<file path="config.mk">
export PLATFORM = sky130hd
export DESIGN_NAME = nest_irq_ctrl
export DESIGN_NICKNAME = d
export VERILOG_FILES = /design/src/verilog/nest_irq_pkg.sv /design/src/verilog/nest_irq_ctrl.sv
export SDC_FILE = /design/constraint.sdc
export NUM_CORES = 1
export LEC_CHECK = 0
export BUFFER_PORTS_ARGS = -buffer_cell sky130_fd_sc_hd__buf_2
export CORE_MARGIN = 10
export CORE_UTILIZATION = 57
export CTS_CLUSTER_SIZE = 8
export DETAILED_ROUTE_END_ITERATION = 8
export PLACE_DENSITY = 0.81
export SYNTH_ARGS = -nofsm -noshare
export SYNTH_HDL_FRONTEND = slang
export SYNTH_SLANG_ARGS = --single-unit
</file>
<file path="constraint.sdc">
create_clock -name aclk -period 18.7 [get_ports aclk]
set_clock_uncertainty 0.05 [all_clocks]
set_input_delay 2.805 -clock aclk [delete_from_list [all_inputs] [get_ports aclk]]
set_output_delay 2.805 -clock aclk [all_outputs]
set_load 0.01 [all_outputs]
</file>
<file path="src/verilog/nest_irq_pkg.sv">
/*
 * Constants, types and helpers of the nested interrupt controller.
 * Assumes a single 25 MHz clock domain and an AXI4-Lite register bus.
 */
package nest_irq_pkg;

  // ----------------------------------------------------------------
  // Sizes
  // ----------------------------------------------------------------
  localparam int NUM_VEC   = 13;
  localparam int NUM_EXT   = 3;
  localparam int GRP_PINS  = 3;
  localparam int EXT_FIRST = 2;

  // ----------------------------------------------------------------
  // Register byte addresses
  // ----------------------------------------------------------------
  localparam logic [5:0] OFS_PRIO0   = 6'h00;
  localparam logic [5:0] OFS_PRIO3   = 6'h0C;
  localparam logic [5:0] OFS_SENSE   = 6'h10;
  localparam logic [5:0] OFS_PINSEL  = 6'h14;
  localparam logic [5:0] OFS_STATUS  = 6'h18;
  localparam logic [5:0] OFS_CTRL    = 6'h1C;
  localparam logic [5:0] OFS_PEN     = 6'h20;

  // Reset values
  localparam logic [25:0] PRIO_RST   = 26'h3FFFFFF;
  localparam logic [5:0]  SENSE_RST  = 6'h00;
  localparam logic [8:0]  PINSEL_RST = 9'h000;
  localparam logic [12:0] PEN_RST    = 13'h0000;

  // Priority codes held in the condition code register bits
  localparam logic [1:0] CODE_L0 = 2'h2;
  localparam logic [1:0] CODE_L1 = 2'h1;
  localparam logic [1:0] CODE_L2 = 2'h0;
  localparam logic [1:0] CODE_L3 = 2'h3;

  // Sense encodings per external line
  localparam logic [1:0] SENSE_HIGH = 2'h0;
  localparam logic [1:0] SENSE_FALL = 2'h1;
  localparam logic [1:0] SENSE_RISE = 2'h2;

  // Vector addresses, fixed at the top of memory
  localparam logic [15:0] VEC_RESET = 16'hFFFE;
  localparam logic [15:0] VEC_TRAP  = 16'hFFFC;
  localparam logic [15:0] VEC_BASE  = 16'hFFFA;
  localparam logic [15:0] VEC_FLOOR = 16'hFFE0;

  // Vectors that may end Halt; vector 1 is reserved
  localparam logic [12:0] HALT_CAPABLE = 13'h041D;
  localparam logic [12:0] VEC_PRESENT  = 13'h1FFD;

  localparam logic [1:0] RESP_OKAY   = 2'h0;
  localparam logic [1:0] RESP_SLVERR = 2'h2;

  typedef enum logic [1:0] {
    ST_RESET = 2'b00,
    ST_IDLE  = 2'b01,
    ST_STACK = 2'b10,
    ST_LOAD  = 2'b11
  } seq_state_t;

  // What the core receives when it enters a routine
  typedef struct packed {
    logic [15:0] vector;
    logic [1:0]  code;
  } service_t;

  // Maps a two-bit priority code onto its ordered level 0..3
  function automatic logic [1:0] code_level(input logic [1:0] code);
    case (code)
      CODE_L0: code_level = 2'h0;
      CODE_L1: code_level = 2'h1;
      CODE_L2: code_level = 2'h2;
      default: code_level = 2'h3;
    endcase
  endfunction

endpackage

</file>
<file path="src/verilog/nest_irq_ctrl.sv">
/*
 * Nested priority interrupt controller for an 8-bit core: arbitration,
 * pending latches, entry sequence, return, wake-up and AXI4-Lite registers.
 * Assumes the core, peripherals and register master share aclk; only the
 * external pins are asynchronous.
 */
// What this block does
// - Entry starts only when the running instruction reports completion.
// - Entry to maskable or trap routine pulses a stack push of core registers.
// - Maskable entry loads current priority bits with the serviced vector's programmed code.
// - After stacking, vector address is loaded so the routine's fetch begins.
// - Interrupt return restores the popped priority bits, resuming previous level.
// - Priority codes: 10 level 0, 01 level 1, 00 level 2, 11 level 3.
// - Highest software priority wins; ties go to lowest vector number.
// - Unserviced edge and peripheral requests stay latched until they win or their flag is cleared.
// - Reset and trap outrank every maskable request in arbitration.
// - Non-maskable entry ignores mask, forces level 3, stacks except reset, ends Halt.
// - Executing trap raises a trap request served by the normal entry.
// - First routine after reset runs at level 3 from the reset vector.
// - Maskable request served only if enabled and strictly above current level.
// - External lines wake Halt; their sensitivity is set by a sense register.
// - Edge external requests are latched and cleared on routine entry.
// - Selected pins of one group are ORed onto their shared line.
// - Peripheral requests need both the status flag and its enable bit.
// - A flag-clearing sequence drops the request latch, even if pending.
// - Any request ends Wait; only Halt-capable ones end Halt.
// - After Halt, the first serviced request is chosen among Halt-capable ones.
// - Concurrent mode lets only a trap preempt a routine; nested mode lets higher preempt.
// - Nesting depth wraps silently; no stack overflow is reported.
// - Writing the level-0 code to a priority field leaves that field unchanged.
// - Vectors sit between FFE0h and FFFFh, ordered by hardware priority.
`timescale 1ns/1ps

module nest_irq_ctrl
  import nest_irq_pkg::*;
(
  input  wire logic        aclk,
  input  wire logic        aresetn,
  // AXI4-Lite slave
  input  wire logic [5:0]  awaddr,
  input  wire logic        awvalid,
  output logic             awready,
  input  wire logic [31:0] wdata,
  input  wire logic [3:0]  wstrb,
  input  wire logic        wvalid,
  output logic             wready,
  output logic [1:0]       bresp,
  output logic             bvalid,
  input  wire logic        bready,
  input  wire logic [5:0]  araddr,
  input  wire logic        arvalid,
  output logic             arready,
  output logic [31:0]      rdata,
  output logic [1:0]       rresp,
  output logic             rvalid,
  input  wire logic        rready,
  // Core side
  input  wire logic        instr_end,
  input  wire logic        trap_exec,
  input  wire logic        interrupt_return_instruction_exec,
  input  wire logic [1:0]  popped_code,
  input  wire logic        code_we,
  input  wire logic [1:0]  code_wdata,
  input  wire logic        halt_mode,
  input  wire logic        wait_mode,
  output logic             entry_start,
  output logic             push_stack,
  output logic             load_vector,
  output service_t         service,
  output logic [1:0]       cur_code,
  output logic             wake,
  // Sources
  input  wire logic [8:0]  ext_pins,
  input  wire logic [12:0] periph_flag,
  input  wire logic [12:0] flag_clear
);

  logic [25:0] prio;
  logic [5:0]  sense;
  logic [8:0]  pin_sel;
  logic [12:0] periph_en;
  logic        nested_mode;
  logic [8:0]  pin_meta;
  logic [8:0]  pin_sync;
  logic [2:0]  line_prev;
  logic [2:0]  line_now;
  logic [12:0] pend_latch;
  logic [12:0] pending;
  logic [12:0] req_set;
  logic [12:0] entry_clr;
  logic        trap_pend;
  logic        from_halt;
  logic        entry_done;
  logic [3:0]  depth;
  seq_state_t  state;
  logic        sel_nmi;
  logic [3:0]  sel_vec;
  logic        win_valid;
  logic [3:0]  win_vec;
  logic [1:0]  win_lvl;
  logic        wr_fire;
  logic        rd_fire;
  logic [31:0] next_rdata;
  logic        next_rerr;

  // ----------------------------------------------------------------
  // External pins
  // ----------------------------------------------------------------

  // Two-stage synchroniser; only the second stage is used
  always_ff @(posedge aclk) begin
    if (!aresetn) begin
      pin_meta <= '0;
      pin_sync <= '0;
    end else begin
      pin_meta <= ext_pins;
      pin_sync <= pin_meta;
    end
  end

  // Group OR of the selected pins onto each line
  always_comb begin
    for (int e = 0; e < NUM_EXT; e++) begin
      line_now[e] = |(pin_sync[e*GRP_PINS +: GRP_PINS] &
                      pin_sel[e*GRP_PINS +: GRP_PINS]);
    end
  end

  always_ff @(posedge aclk) begin
    if (!aresetn) line_prev <= '0;
    else          line_prev <= line_now;
  end

  // ----------------------------------------------------------------
  // Pending latches, one per vector
  // ----------------------------------------------------------------
  for (genvar i = 0; i < NUM_VEC; i++) begin : g_pend
    if (i >= EXT_FIRST && i < EXT_FIRST + NUM_EXT) begin : g_ext
      localparam int E = i - EXT_FIRST;
      logic [1:0] s;
      assign s = sense[2*E +: 2];
      // Edge modes latch; level mode follows the line
      assign req_set[i] = (s == SENSE_FALL) ? (line_prev[E] & ~line_now[E]) :
                          (s == SENSE_RISE) ? (~line_prev[E] & line_now[E]) :
                          (s == SENSE_HIGH) ? 1'b0 :
                          (line_prev[E] ^ line_now[E]);
      assign pending[i] = (s == SENSE_HIGH) ? line_now[E] : pend_latch[i];
    end else begin : g_per
      assign req_set[i] = periph_flag[i] & periph_en[i] &
                          VEC_PRESENT[i];
      assign pending[i] = pend_latch[i];
    end
    // A new request in the clearing cycle survives
    always_ff @(posedge aclk) begin
      if (!aresetn) pend_latch[i] <= 1'b0;
      else          pend_latch[i] <= req_set[i] |
                                     (pend_latch[i] & ~flag_clear[i] &
                                      ~entry_clr[i]);
    end
  end

  // ----------------------------------------------------------------
  // Arbitration
  // ----------------------------------------------------------------

  // Scan downwards so that on equal level the lower number wins
  always_comb begin
    win_valid = 1'b0;
    win_vec   = '0;
    win_lvl   = '0;
    for (int i = NUM_VEC - 1; i >= 0; i--) begin
      if (pending[i] &&
          code_level(prio[2*i +: 2]) > code_level(cur_code) &&
          (nested_mode || depth == '0) &&
          (!(halt_mode || from_halt) || HALT_CAPABLE[i]) &&
          (!win_valid || code_level(prio[2*i +: 2]) >= win_lvl)) begin
        win_valid = 1'b1;
        win_vec   = 4'(i);
        win_lvl   = code_level(prio[2*i +: 2]);
      end
    end
  end

  // Trap raised by the core, dropped when its routine is entered
  always_ff @(posedge aclk) begin
    if (!aresetn) trap_pend <= 1'b0;
    else          trap_pend <= trap_exec |
                               (trap_pend &
                                !(state == ST_LOAD && sel_nmi));
  end

  // ----------------------------------------------------------------
  // Entry sequence
  // ----------------------------------------------------------------

  // Reset enters its routine first; others wait for instruction end
  always_ff @(posedge aclk) begin
    if (!aresetn) begin
      state   <= ST_RESET;
      sel_nmi <= 1'b1;
      sel_vec <= '0;
    end else begin
      case (state)
        ST_RESET: state <= ST_LOAD;
        ST_IDLE: begin
          if (instr_end && (trap_pend || win_valid)) begin
            state   <= ST_STACK;
            sel_nmi <= trap_pend;
            sel_vec <= win_vec;
          end
        end
        ST_STACK: state <= ST_LOAD;
        ST_LOAD:  state <= ST_IDLE;
        default:  state <= ST_IDLE;
      endcase
    end
  end

  assign entry_clr = (state == ST_LOAD && !sel_nmi) ?
                     (13'h0001 << sel_vec) : '0;

  // Core strobes and the vector handed to the core
  always_ff @(posedge aclk) begin
    if (!aresetn) begin
      entry_start <= 1'b0;
      push_stack  <= 1'b0;
      load_vector <= 1'b0;
      service     <= '0;
    end else begin
      entry_start <= state == ST_IDLE && instr_end &&
                     (trap_pend || win_valid);
      push_stack  <= state == ST_STACK;
      load_vector <= state == ST_LOAD;
      if (state == ST_RESET) begin
        service <= '{vector: VEC_RESET, code: CODE_L3};
      end else if (state == ST_STACK) begin
        service.vector <= sel_nmi ? VEC_TRAP :
                          VEC_BASE - {11'h000, sel_vec, 1'b0};
        service.code   <= sel_nmi ? CODE_L3 : prio[2*sel_vec +: 2];
      end
    end
  end

  // Current priority bits of the condition code register
  always_ff @(posedge aclk) begin
    if (!aresetn) begin
      cur_code <= CODE_L3;
    end else if (state == ST_RESET) begin
      cur_code <= CODE_L3;
    end else if (state == ST_LOAD) begin
      cur_code <= sel_nmi ? CODE_L3 : prio[2*sel_vec +: 2];
    end else if (interrupt_return_instruction_exec) begin
      cur_code <= popped_code;
    end else if (code_we) begin
      cur_code <= code_wdata;
    end
  end

  // Reset entry starts the main program, so it opens no nesting level;
  // counting it would lock out every maskable request in concurrent mode
  assign entry_done = state == ST_LOAD && service.vector != VEC_RESET;

  // Depth of running routines; wraps with no overflow report
  always_ff @(posedge aclk) begin
    if (!aresetn)                      depth <= '0;
    else if (entry_done && !interrupt_return_instruction_exec) depth <= depth + 4'h1;
    else if (interrupt_return_instruction_exec && !entry_done) depth <= depth - 4'h1;
  end

  // ----------------------------------------------------------------
  // Wake-up
  // ----------------------------------------------------------------
  always_ff @(posedge aclk) begin
    if (!aresetn) begin
      wake      <= 1'b0;
      from_halt <= 1'b0;
    end else begin
      wake <= (wait_mode && (|pending || trap_pend)) ||
              (halt_mode && (|(pending & HALT_CAPABLE) || trap_pend));
      if (halt_mode)
        from_halt <= 1'b1;
      else if (state == ST_LOAD)
        from_halt <= 1'b0;
    end
  end

  // ----------------------------------------------------------------
  // AXI4-Lite slave
  // ----------------------------------------------------------------
  assign wr_fire = awvalid && awready && wvalid && wready;
  assign rd_fire = arvalid && arready;

  // Address and data are taken together, one write in flight
  always_ff @(posedge aclk) begin
    if (!aresetn) begin
      awready <= 1'b0;
      wready  <= 1'b0;
      bvalid  <= 1'b0;
      bresp   <= RESP_OKAY;
    end else begin
      awready <= awvalid && wvalid && !awready && !bvalid;
      wready  <= awvalid && wvalid && !awready && !bvalid;
      if (wr_fire) begin
        bvalid <= 1'b1;
        bresp  <= (awaddr > OFS_PEN || awaddr == OFS_STATUS) ?
                  RESP_SLVERR : RESP_OKAY;
      end else if (bready) begin
        bvalid <= 1'b0;
      end
    end
  end

  // Priority fields; the level-0 code is refused field by field
  always_ff @(posedge aclk) begin
    if (!aresetn) begin
      prio <= PRIO_RST;
    end else if (wr_fire && wstrb[0] && awaddr <= OFS_PRIO3) begin
      for (int j = 0; j < 4; j++) begin
        if (4 * int'(awaddr[3:2]) + j < NUM_VEC &&
            wdata[2*j +: 2] != CODE_L0)
          prio[2*(4*awaddr[3:2] + j) +: 2] <= wdata[2*j +: 2];
      end
    end
  end

  // Sense, pin selection, mode and peripheral enables
  always_ff @(posedge aclk) begin
    if (!aresetn) begin
      sense       <= SENSE_RST;
      pin_sel     <= PINSEL_RST;
      nested_mode <= 1'b1;
      periph_en   <= PEN_RST;
    end else if (wr_fire) begin
      case (awaddr)
        OFS_SENSE:  sense       <= wdata[5:0];
        OFS_PINSEL: pin_sel     <= wdata[8:0];
        OFS_CTRL:   nested_mode <= wdata[0];
        OFS_PEN:    periph_en   <= wdata[12:0];
        default:    nested_mode <= nested_mode;
      endcase
    end
  end

  // Read data selection
  always_comb begin
    next_rdata = '0;
    next_rerr  = 1'b0;
    case (araddr)
      OFS_PRIO0:   next_rdata = {24'h0, prio[7:0]};
      6'h04:       next_rdata = {24'h0, prio[15:8]};
      6'h08:       next_rdata = {24'h0, prio[23:16]};
      OFS_PRIO3:   next_rdata = {24'h0, 6'h3F, prio[25:24]};
      OFS_SENSE:   next_rdata = {26'h0, sense};
      OFS_PINSEL:  next_rdata = {23'h0, pin_sel};
      OFS_STATUS:  next_rdata = {depth, trap_pend, pending, 12'h0,
                                 cur_code};
      OFS_CTRL:    next_rdata = {31'h0, nested_mode};
      OFS_PEN:     next_rdata = {19'h0, periph_en};
      default:     next_rerr  = 1'b1;
    endcase
  end

  always_ff @(posedge aclk) begin
    if (!aresetn) begin
      arready <= 1'b0;
      rvalid  <= 1'b0;
      rdata   <= '0;
      rresp   <= RESP_OKAY;
    end else begin
      arready <= arvalid && !arready && !rvalid;
      if (rd_fire) begin
        rvalid <= 1'b1;
        rdata  <= next_rdata;
        rresp  <= next_rerr ? RESP_SLVERR : RESP_OKAY;
      end else if (rready) begin
        rvalid <= 1'b0;
      end
    end
  end
endmodule

</file>
# Word level (Yosys, flattened, before mapping)
# Index checks and enable logic that the tools add are counted.
dict set report op_classes {
  bitwise 94
  n_mux 99
  shift 10
  magnitude_cmp 31
  n_eq_ne 56
  n_addsub 13
  n_reduce_logical 150
}
# cell count
set op_table {}
lappend op_table {{32-bit one-hot mux with 9 select lines} 1}
lappend op_table {{26-bit two-way mux} 10}
lappend op_table {{2-bit by 34-bit variable shift with 26-bit output (first input constant)} 4}
lappend op_table {{2-bit by 34-bit indexed part select with 26-bit output} 4}
lappend op_table {{26-bit bitwise mux} 4}
lappend op_table {{6-bit negation with 34-bit output} 3}
lappend op_table {{2-bit one-hot mux with 3 select lines} 15}
lappend op_table {{1-bit logical AND} 71}
lappend op_table {{4-bit two-way mux} 15}
lappend op_table {{6-bit by 5-bit == test with 1-bit output (second input constant)} 8}
lappend op_table {{1-bit AND} 42}
lappend op_table {{2-bit == test (second input constant)} 19}
lappend op_table {{2-bit two-way mux} 19}
lappend op_table {{2-bit by 1-bit == test with 1-bit output (second input constant)} 18}
lappend op_table {{2-bit logical NOT} 18}
lappend op_table {{18-bit two-way mux} 2}
lappend op_table {{5-bit negation with 34-bit output} 1}
lappend op_table {{1-bit NOT} 33}
lappend op_table {{1-bit two-way mux} 31}
lappend op_table {{2-bit > comparator} 13}
lappend op_table {{26-bit by 6-bit indexed part select with 2-bit output} 1}
lappend op_table {{2-bit greater-or-equal comparator} 12}
lappend op_table {{1-bit logical NOT} 21}
lappend op_table {{4-bit by 2-bit adder with 5-bit output (second input constant)} 4}
lappend op_table {{30 further kinds} 84}
dict set report totals {
  elab_cells 495
  input_bits 100
  output_inout_bits 65
  regBits 166
}

# Longest topological paths before layout
# Gate-level depths: netlist of run 1.
dict set report logic_depth {
  word_depth 59
  mapped_depth 88
  depth_no_buf 87
}

# Worst setup path before layout of run 1
# Ideal clock, no wire load.
dict set report synth_path {
  path_kind {input to register}
  startpoint {in halt_mode}
  endpoint {reg sel_vec[3]}
  path_slack_ps 1354
  stages 82
  t_arrival_ps 17209
  setup_time_ps 87
  cell_sequence {nor2_1 -> o21ai_2 -> buf_6 -> nor2_1 -> o21ai_0 -> inv_1 -> ha_1 -> nand2b_1 -> a21o_1 -> a2111oi_1 -> or2_2 -> ha_1 -> nand2b_1 -> a2111oi_2 -> o21ai_1 -> a211oi_1 -> a21oi_1 -> ha_1 -> [... 46 more ...] -> nor2_1 -> a21boi_0 -> nand2_1 -> a21o_1 -> ha_1 -> nand2b_1 -> a21oi_1 -> a21boi_0 -> inv_1 -> a31o_1 -> ha_1 -> nand2b_1 -> a21oi_1 -> o21a_1 -> o211ai_1 -> nor2_1 -> nand2_1 -> o31ai_1}
}
dict set report synth_via {
  elab_chain_len 55
  elab_cells_between_ends 99
}
# item line_no
set synth_rtl {}
lappend synth_rtl {{from (decl)} nest_irq_ctrl.sv:64} ;# input wire logic halt_mode,
lappend synth_rtl {{1-bit logical OR *} n/a}
lappend synth_rtl {{1-bit logical NOT *} n/a}
lappend synth_rtl {{1-bit logical AND} nest_irq_ctrl.sv:174} ;# (nested_mode || depth == '0) &&
lappend synth_rtl {{2-bit two-way mux or 1-bit two-way mux (tied branches)} nest_irq_ctrl.sv:172} ;# if (pending[i] &&
lappend synth_rtl {{2-bit greater-or-equal comparator or 1-bit logical NOT (tied branches)} nest_irq_ctrl.sv:176} ;# (!win_valid || code_level(prio[2*i +: 2]) >= win_lvl)) begin
lappend synth_rtl {{1-bit logical OR} nest_irq_ctrl.sv:176}
lappend synth_rtl {{1-bit logical AND} nest_irq_ctrl.sv:175} ;# (!(halt_mode || from_halt) || HALT_CAPABLE[i]) &&
lappend synth_rtl {{2-bit two-way mux or 1-bit two-way mux (tied branches)} nest_irq_ctrl.sv:172}
lappend synth_rtl {{[... 39 more ...]} n/a}
lappend synth_rtl {{2-bit two-way mux or 1-bit two-way mux (tied branches)} nest_irq_ctrl.sv:172}
lappend synth_rtl {{2-bit greater-or-equal comparator or 1-bit logical NOT (tied branches)} nest_irq_ctrl.sv:176}
lappend synth_rtl {{1-bit logical OR} nest_irq_ctrl.sv:176}
lappend synth_rtl {{1-bit logical AND} nest_irq_ctrl.sv:175}
lappend synth_rtl {{1-bit two-way mux} nest_irq_ctrl.sv:172}
lappend synth_rtl {{1-bit logical OR} nest_irq_ctrl.sv:206} ;# if (instr_end && (trap_pend || win_valid)) begin
lappend synth_rtl {{1-bit logical AND} nest_irq_ctrl.sv:206}
lappend synth_rtl {{2-bit AND reduction (no line)} n/a}
lappend synth_rtl {{to (signal assigned)} nest_irq_ctrl.sv:209} ;# sel_vec <= win_vec;
lappend synth_rtl {{to (decl)} nest_irq_ctrl.sv:97} ;# logic [3:0] sel_vec;
# Every way passes the cells marked *; elsewhere a longest branch is shown, timed or not.
# A chain may end at the register's enable or synchronous reset.

# Worst setup path in the final report of run 1
# Same ends and word-level chain as after synthesis.

==> results of run 1 <==
## cell families after synthesis
group,Yosys count
other,1
DFF,153
buffers and inverters,133
adders and majority gates,90
AOI/OAI and AO/OA,286
and+or+nand+nor,411
xor gates and xnor gates,4
muxes,22
## synth_stat cells (all sizes together) (3+ instances only)
master   instances
nand2          140
nor2            55
mux2i            6
o31ai            4
nor4             8
nand2b          24
and3             5
inv             62
clkbuf          51
nor3b            4
a221oi           7
nor2b           44
o221ai           6
nor3             8
nand3           54
a2111oi          9
o311ai           4
a21o             6
xnor2            3
ha              89
dfxtp          153
a21oi           61
a32oi            4
mux4             8
o211ai          21
a311oi           3
nand4           23
a211oi           7
o21ai           41
or2              6
o211a            3
a22oi           23
and2            30
a21boi          43
buf             20
mux2             8
o21a             8
a31oi           14
o2111ai          4
## layout make-up
| cell class | count | share of cell area [%] |
|---|---|---|
| clock buffers | 18 | 4.08 |
| diodes | 1 | 0.0233 |
| multi-input cells | 817 | 53.3 |
| well taps | 216 | 2.51 |
| repair buffers | 165 | 8.42 |
| inverters | 62 | 2.16 |
| flip-flops and latches | 153 | 28.5 |
| clock inverters | 13 | 0.988 |
## routing by layer
layer | vias up | routed length (µm) | GRT usage [%]
met4 | 2 | 979 | 10.2
met1 | 4106 | 11500 | 30.5
met5 | - | 7 | 0
li1 | 4164 | - | -
met2 | 426 | 12800 | 40.6
met3 | 87 | 2610 | 5.65
## metrics by stage
step	instances	setup TNS (ns)	utilization, %
2_1_floorplan	1103	0	-
3_3_place_gp	1412	0	63.7
3_5_place_dp	1412	0	63.7
4_1_cts	1443	0	67.1
5_1_grt	1445	-0.0115	67.5
6_report	1445	0	67.5
## power groups by stage
stage          clock network, µW  registers, µW  logic (µW)
6_report                     320            342        81.9
5_1_grt                      337            342        90.5
4_1_cts                      323            341        81.2
3_5_place_dp                   0            348        79.6
3_3_place_gp                   0            348        77.1
2_1_floorplan                  0            348        52.5
## flip-flops by register name, indices dropped and copies added, names as in the netlist, 2 cells and up
name        count
pin_sync        9
line_prev       3
cur_code        2
periph_en      13
depth           4
sense           6
prio           26
rdata          31
service         8
pin_meta        9
pend_latch     13
pin_sel         9
state           2
sel_vec         4
## what timing repair did
action,CTS,global route
resized for setup,0,11
hold buffers,0,0
setup endpoints to repair,0,4
buffers inserted,0,1
## layout by cell type (no fill, tap or decap), drive strengths merged, types with 24 or more instances in the layout
cell	count
a21boi	43
a21oi	61
and2	30
buf	165
dfxtp	153
ha	89
inv	69
nand2	140
nand2b	24
nand3	54
nor2	55
nor2b	44
o21ai	41
## worst max-delay path by stage
stage / start / to / slack (ns) / cells past startpoint
6_report: halt_mode / sel_vec[3] / 1.01 / 81
2_1_floorplan: halt_mode / sel_vec[3] / 1.35 / 82
4_1_cts: halt_mode / sel_vec[3] / 0.80 / 81
5_1_grt: halt_mode / sel_vec[3] / -0.01 / 82
3_3_place_gp: halt_mode / sel_vec[3] / 0.69 / 82
3_5_place_dp: halt_mode / sel_vec[3] / 0.46 / 81
==> impl_results.md, run 1 <==
* Area leader, netlist: dfxtp_1
* Slew Limit Headroom at 22.3%
* Final WL at roughly 28000 µm
* Slew @ Worst Pin at 1.16 ns
* # setup viols final at 0
* Area share of and/or/nand/nor cells after synthesis at 22.4%
* Ys flop type: dfxtp_1
* Remaining antenna violation count at 0
* Max rail drop VDD at 117 µV
* Critical Path RT at between 15 and 20 ns
* Routability Congestion at 0.907
* Gr ovfl total at 0
* Complex-gate fraction of the synthesized area at roughly 22%
* Synth Register Bits at 153
* Top delay family on crit path: compound AO/OA/AOI/OAI gates
* Vias per inst at 6.08
* Worst setup EP type: flip-flop
* DRT iter0 DRCs at 845
* IO buf count at roughly 130
* Post-synth top area share at around 33%
* Min-delay src: pin_meta[7]
* Kind of critical path: primary input to flip-flop
* Slowest cell on crit path: a2111oi_4
* Multi-input logic area at 0.00574 mm²
* Area grow syn2layout at 15.8%
* Wire length per cell at 19.3 µm
* DR DRC count at 0
* Fin. Hold Viols at 0
* Hold depth at 1
* Filler cell count at 1332
* Worst skew pair latency at 0.43 ns
* Post-DP HPWL at 20700 µm
* Final period util at a little over nine tenths
* Number of flops mapped to enable cells by yosys at 0
* Core Area at 0.0159 mm²
* CTS tree: built
* Syn avg cell area at 8.45 µm²
* Clock power share at approximately 43%
* Max_cap viols at 0
* Finished Cell Area at 0.0108 mm²
* CP peak stage delay at 0.38 ns
* Die H at 148 µm
* Post-Synth XOR/XNOR Area at 0.377%
* Slew Viols, Final at 0
* Sw Share at 27.1%
* Vias in the first global route at 8432
* Main combinational cell family by area after synthesis: simple AND/OR/NAND/NOR gates
* Gate power share at 11.0%
* Worst r2r src: cur_code[1]
* CP Buf/Inv Count at 4
* Layout cells sized above 1 at 20.6%
* Starting Density at approximately three fifths
* Synth Instances at 1100
* Most used cell, CP: ha_1
* Seq. cell area at 0.00306 mm²
* CTS Buf Count at 17
* CTS root buffer: clkbuf_16
* Largest net degree at the start of global routing at 77
* I/O Pins at 165
* Post-synth cell types at a little under 90
* CP max FO at 6
* Fmax at 0.0565 GHz
* Sequential power share at roughly 46%
* First-pass GRT wire length at 43900 µm
* Adder-cell share of the synthesized area at 12.2%
* Post-synthesis mux area share at between 3 and 4%
* Reg2reg path depth at 85
* CTS H-tree lvls at 4
* Largest cells by area after synthesis: dfxtp_1 (33%), ha_1 (12%), nand2_1 (5.6%)
* Final min period at 17.69 ns
* Die ar. at 0.0218 mm²
* Net Switching at 201 µW
* Initial antenna violation count at 3
* CTS Buffer Depth at 2
* Status: finished, final reports clean
* Placed cell areas at 0.0101 mm²
* Hold Path Class: flip-flop to flip-flop
* Post-route setup slack at between 1 and 1.5 ns
* Drt pass-1 iters at 6
* Worst reg-to-reg setup slack at 1.66 ns
* Vias at 8785
* Synthesized area at roughly 0.0093 mm²
* Worst slack at placement at 0.455 ns
* Hold slack final at 0.382 ns
* CTS clk-pin slew, worst paths at ~0.060 ns
* All-layer global routing usage at 24.7%
* Sequential-to-total area share from yosys stat at 33.0%
* Ys async rst share at 0%
* Worst endpoint data arrival time at 17.97 ns
* Leakage at 0.00481 µW
* Chip Width at 148 µm
* Power Dens Cells at 69.1 mW/mm²
* Hold Crit Endpoint: pin_sync[7]
* Final nets at 1406
* Clk sinks at about 150
* FF-to-FF End: sel_vec[3]
* P_int at ~540 µW
* Power, Total at 743 µW
* YS warnings at 0
* Row count at 46
* Setup crit start kind: primary input
Note: power is estimated with default switching activity, not from simulation.
==> run 2, diff against run 1 <==
- CELL_PAD_IN_SITES_DETAIL_PLACEMENT: not set -> 1
- CELL_PAD_IN_SITES_GLOBAL_PLACEMENT: not set -> 2
- CORE_UTILIZATION: 57 -> 34
- PLACE_DENSITY: 0.81 -> not set
- PLACE_DENSITY_LB_ADDON: not set -> 0.1
==> run 2 against run 1 <==
  * Sequential share of layout area down 0.52 points
  * Non-clock buffer count fell by 5
  * Highest routed layer unchanged
  * Largest power group is now the clock network
  * Flip-flop and latch count stayed put
==> impl_results.md, run 2 (synthesized netlist as in run 1, its figures left out) <==
* Status: finished, final reports clean
* CTS tree: built
* Final min period at 17.63 ns (-0.0587 ns)
* CTS H-tree lvls at 4 (unchanged)
* Max reg flops at 31 (unchanged)
* First-pass GRT wire length at 49900 µm (+14%)
* Worst endpoint data arrival time at 17.92 ns (-0.05 ns)
* Hold slack final at 0.389 ns (+0.00721 ns)
* Worst skew pair latency at 0.43 ns (about the same)
* Vias at 8315 (-5.4%)
* Clk sinks at 153 (unchanged)
* Final period util at 94.3% (-0.31 points)
* Slew @ Worst Pin at 1.15 ns (-0.00389 ns)
* Slew Viols, Final at 0 (unchanged)
* Setup crit start kind: primary input
* Filler cell count at 3198 (+140%)
* Chip Width at 185 µm (+25%)
* DR DRC count at 0 (unchanged)
* Max rail drop VDD at 42.6 µV (-63%)
* Most used cell, CP: ha_1
* Starting Density at 34.5% (-24 points)
* Final WL at 32500 µm (+17%)
* Slowest cell on crit path: a2111oi_1
* Slew Limit Headroom at 22.8% (+0.48 points)
* Antenna diode instance count at 0 (-1)
* Row count at 60 (+30%)
* Setup tns final at 0 ns (unchanged)
* Routability Congestion at 0.812 (-10%)
* Leakage at 0.00482 µW (+0.27%)
* Biggest regs: rdata (31), prio (26)
* Hold Path Class: flip-flop to flip-flop
* CTS Buf Count at 17 (unchanged)
* IO buf count at 134 (unchanged)
* Initial antenna violation count at 1 (-2)
* Area grow syn2layout at 18.0%
* All-layer global routing usage at 18.7% (-5.9 points)
* CTS Buffer Depth at 2 (unchanged)
* Fmax at 0.0567 GHz (+0.33%)
* Largest net degree at the start of global routing at 88 (+14%)
* Vias per inst at 5.31 (-13%)
* Drt pass-1 iters at 4 (-2)
* CTS root buffer: clkbuf_16
* Most common cell after layout, fill and taps aside: dfxtp_1
* Post-DP HPWL at 25000 µm (+21%)
* Power Dens Cells at 71.7 mW/mm² (+3.8%)
* I/O Pins at 165 (unchanged)
* Worst setup EP type: flip-flop
* CP peak stage delay at 0.54 ns (+0.16 ns)
* CP max FO at 8 (+2)
* Kind of critical path: primary input to flip-flop
* Remaining antenna violation count at 0 (unchanged)
* Max_cap viols at 0 (unchanged)
* Register name with the most flops: rdata
* Fin. Hold Viols at 0 (unchanged)
* Die ar. at 0.0343 mm² (+57%)
* Critical Path RT at 18.99 ns (about the same)
* # setup viols final at 0 (unchanged)
* CTS clk-pin slew, worst paths at 0.07 ns (about the same)
* Gr ovfl total at 0 (unchanged)
* Highest-count cells in the layout ignoring fill and taps: dfxtp_1 (153), nand2_1 (139), buf_2 (133), ha_1 (89), inv_1 (62)
* Wire length per cell at 20.8 µm (+7.7%)
* Vias in the first global route at 8518 (+1.0%)
* Die H at 185 µm (+25%)
* Core Area at 0.0270 mm² (+69%)
* Layout cells sized above 1 at 20.8% (+0.15 points)
* Final core utilization at 40.7% (-27 points)
* Final nets at 1401 (-0.36%)
* DRT iter0 DRCs at 358 (-58%)
* Cts hold-fix bufs at 0 (unchanged)
[run 2: cell count changes in the layout (fill, tap and decap cells not counted), moves of 2 or more]
cell,change
inv_6,-4
clkinv_8,+6
inv_8,+2
nor2_2,+2
clkinv_2,-2
nor2_1,-2
buf_4,-5
[run 2: area by class of cell]
class | instances | area [µm²] | share of cell area (%)
multi-input combinational | 817 | 5740 | 52.4
sequential | 153 | 3060 | 27.9
timing repair buffer | 160 | 868 | 7.92
tap | 341 | 427 | 3.89
clock buffer | 17 | 425 | 3.88
inverter | 62 | 233 | 2.12
clock inverter | 15 | 203 | 1.85
[run 2: stage by stage]
| stage | power (µW) | cells | instance area [µm²] | setup slack, ns |
|---|---|---|---|---|
| floorplan | 401 | 1103 | 9300 | 1.35 |
| global placement | 430 | 1527 | 10200 | 0.143 |
| detailed placement | 432 | 1527 | 10200 | 0.00659 |
| CTS | 797 | 1559 | 10900 | 0.358 |
| global route | 822 | 1565 | 11000 | -0.0261 |
| finish | 786 | 1565 | 11000 | 1.07 |
[run 2: worst paths after layout]
kind	start	end	slack [ns]	cells after the start
hold / removal	pin_meta[0]	pin_sync[0]	0.39	1
setup reg to reg	cur_code[1]	sel_vec[3]	1.83	86
hold reg to reg	pin_meta[0]	pin_sync[0]	0.39	1
setup / recovery	halt_mode	sel_vec[3]	1.07	81
[run 2: power by group]
part	switching (µW)	leakage, µW	total, µW	internal [µW]
combinational	49.6	0.00328	82.7	33.0
sequential	8.11	0.00124	341	333
clock	168	0.000297	362	194
[run 2: metal layers]
metal	track usage, %	vias up	share of wire (%)
met3	3.29	21	5.4
met1	25.3	3985	47
met4	3.28	2	0.78
met2	30.7	157	47
li1	-	4150	-
met5	0	-	0.034
[run 2: worst max-delay path: cells and delay by family]
kind	cells	cell delay, ns
fa+ha+maj	12	3.03
compound gates	39	7.50
mux	2	0.59
buf+inv	4	0.51
simple gates	24	3.47
[run 2: repair_timing]
action,CTS,global route
setup buffers,0,6
endpoints found under the setup margin,0,4
resized for setup,0,16
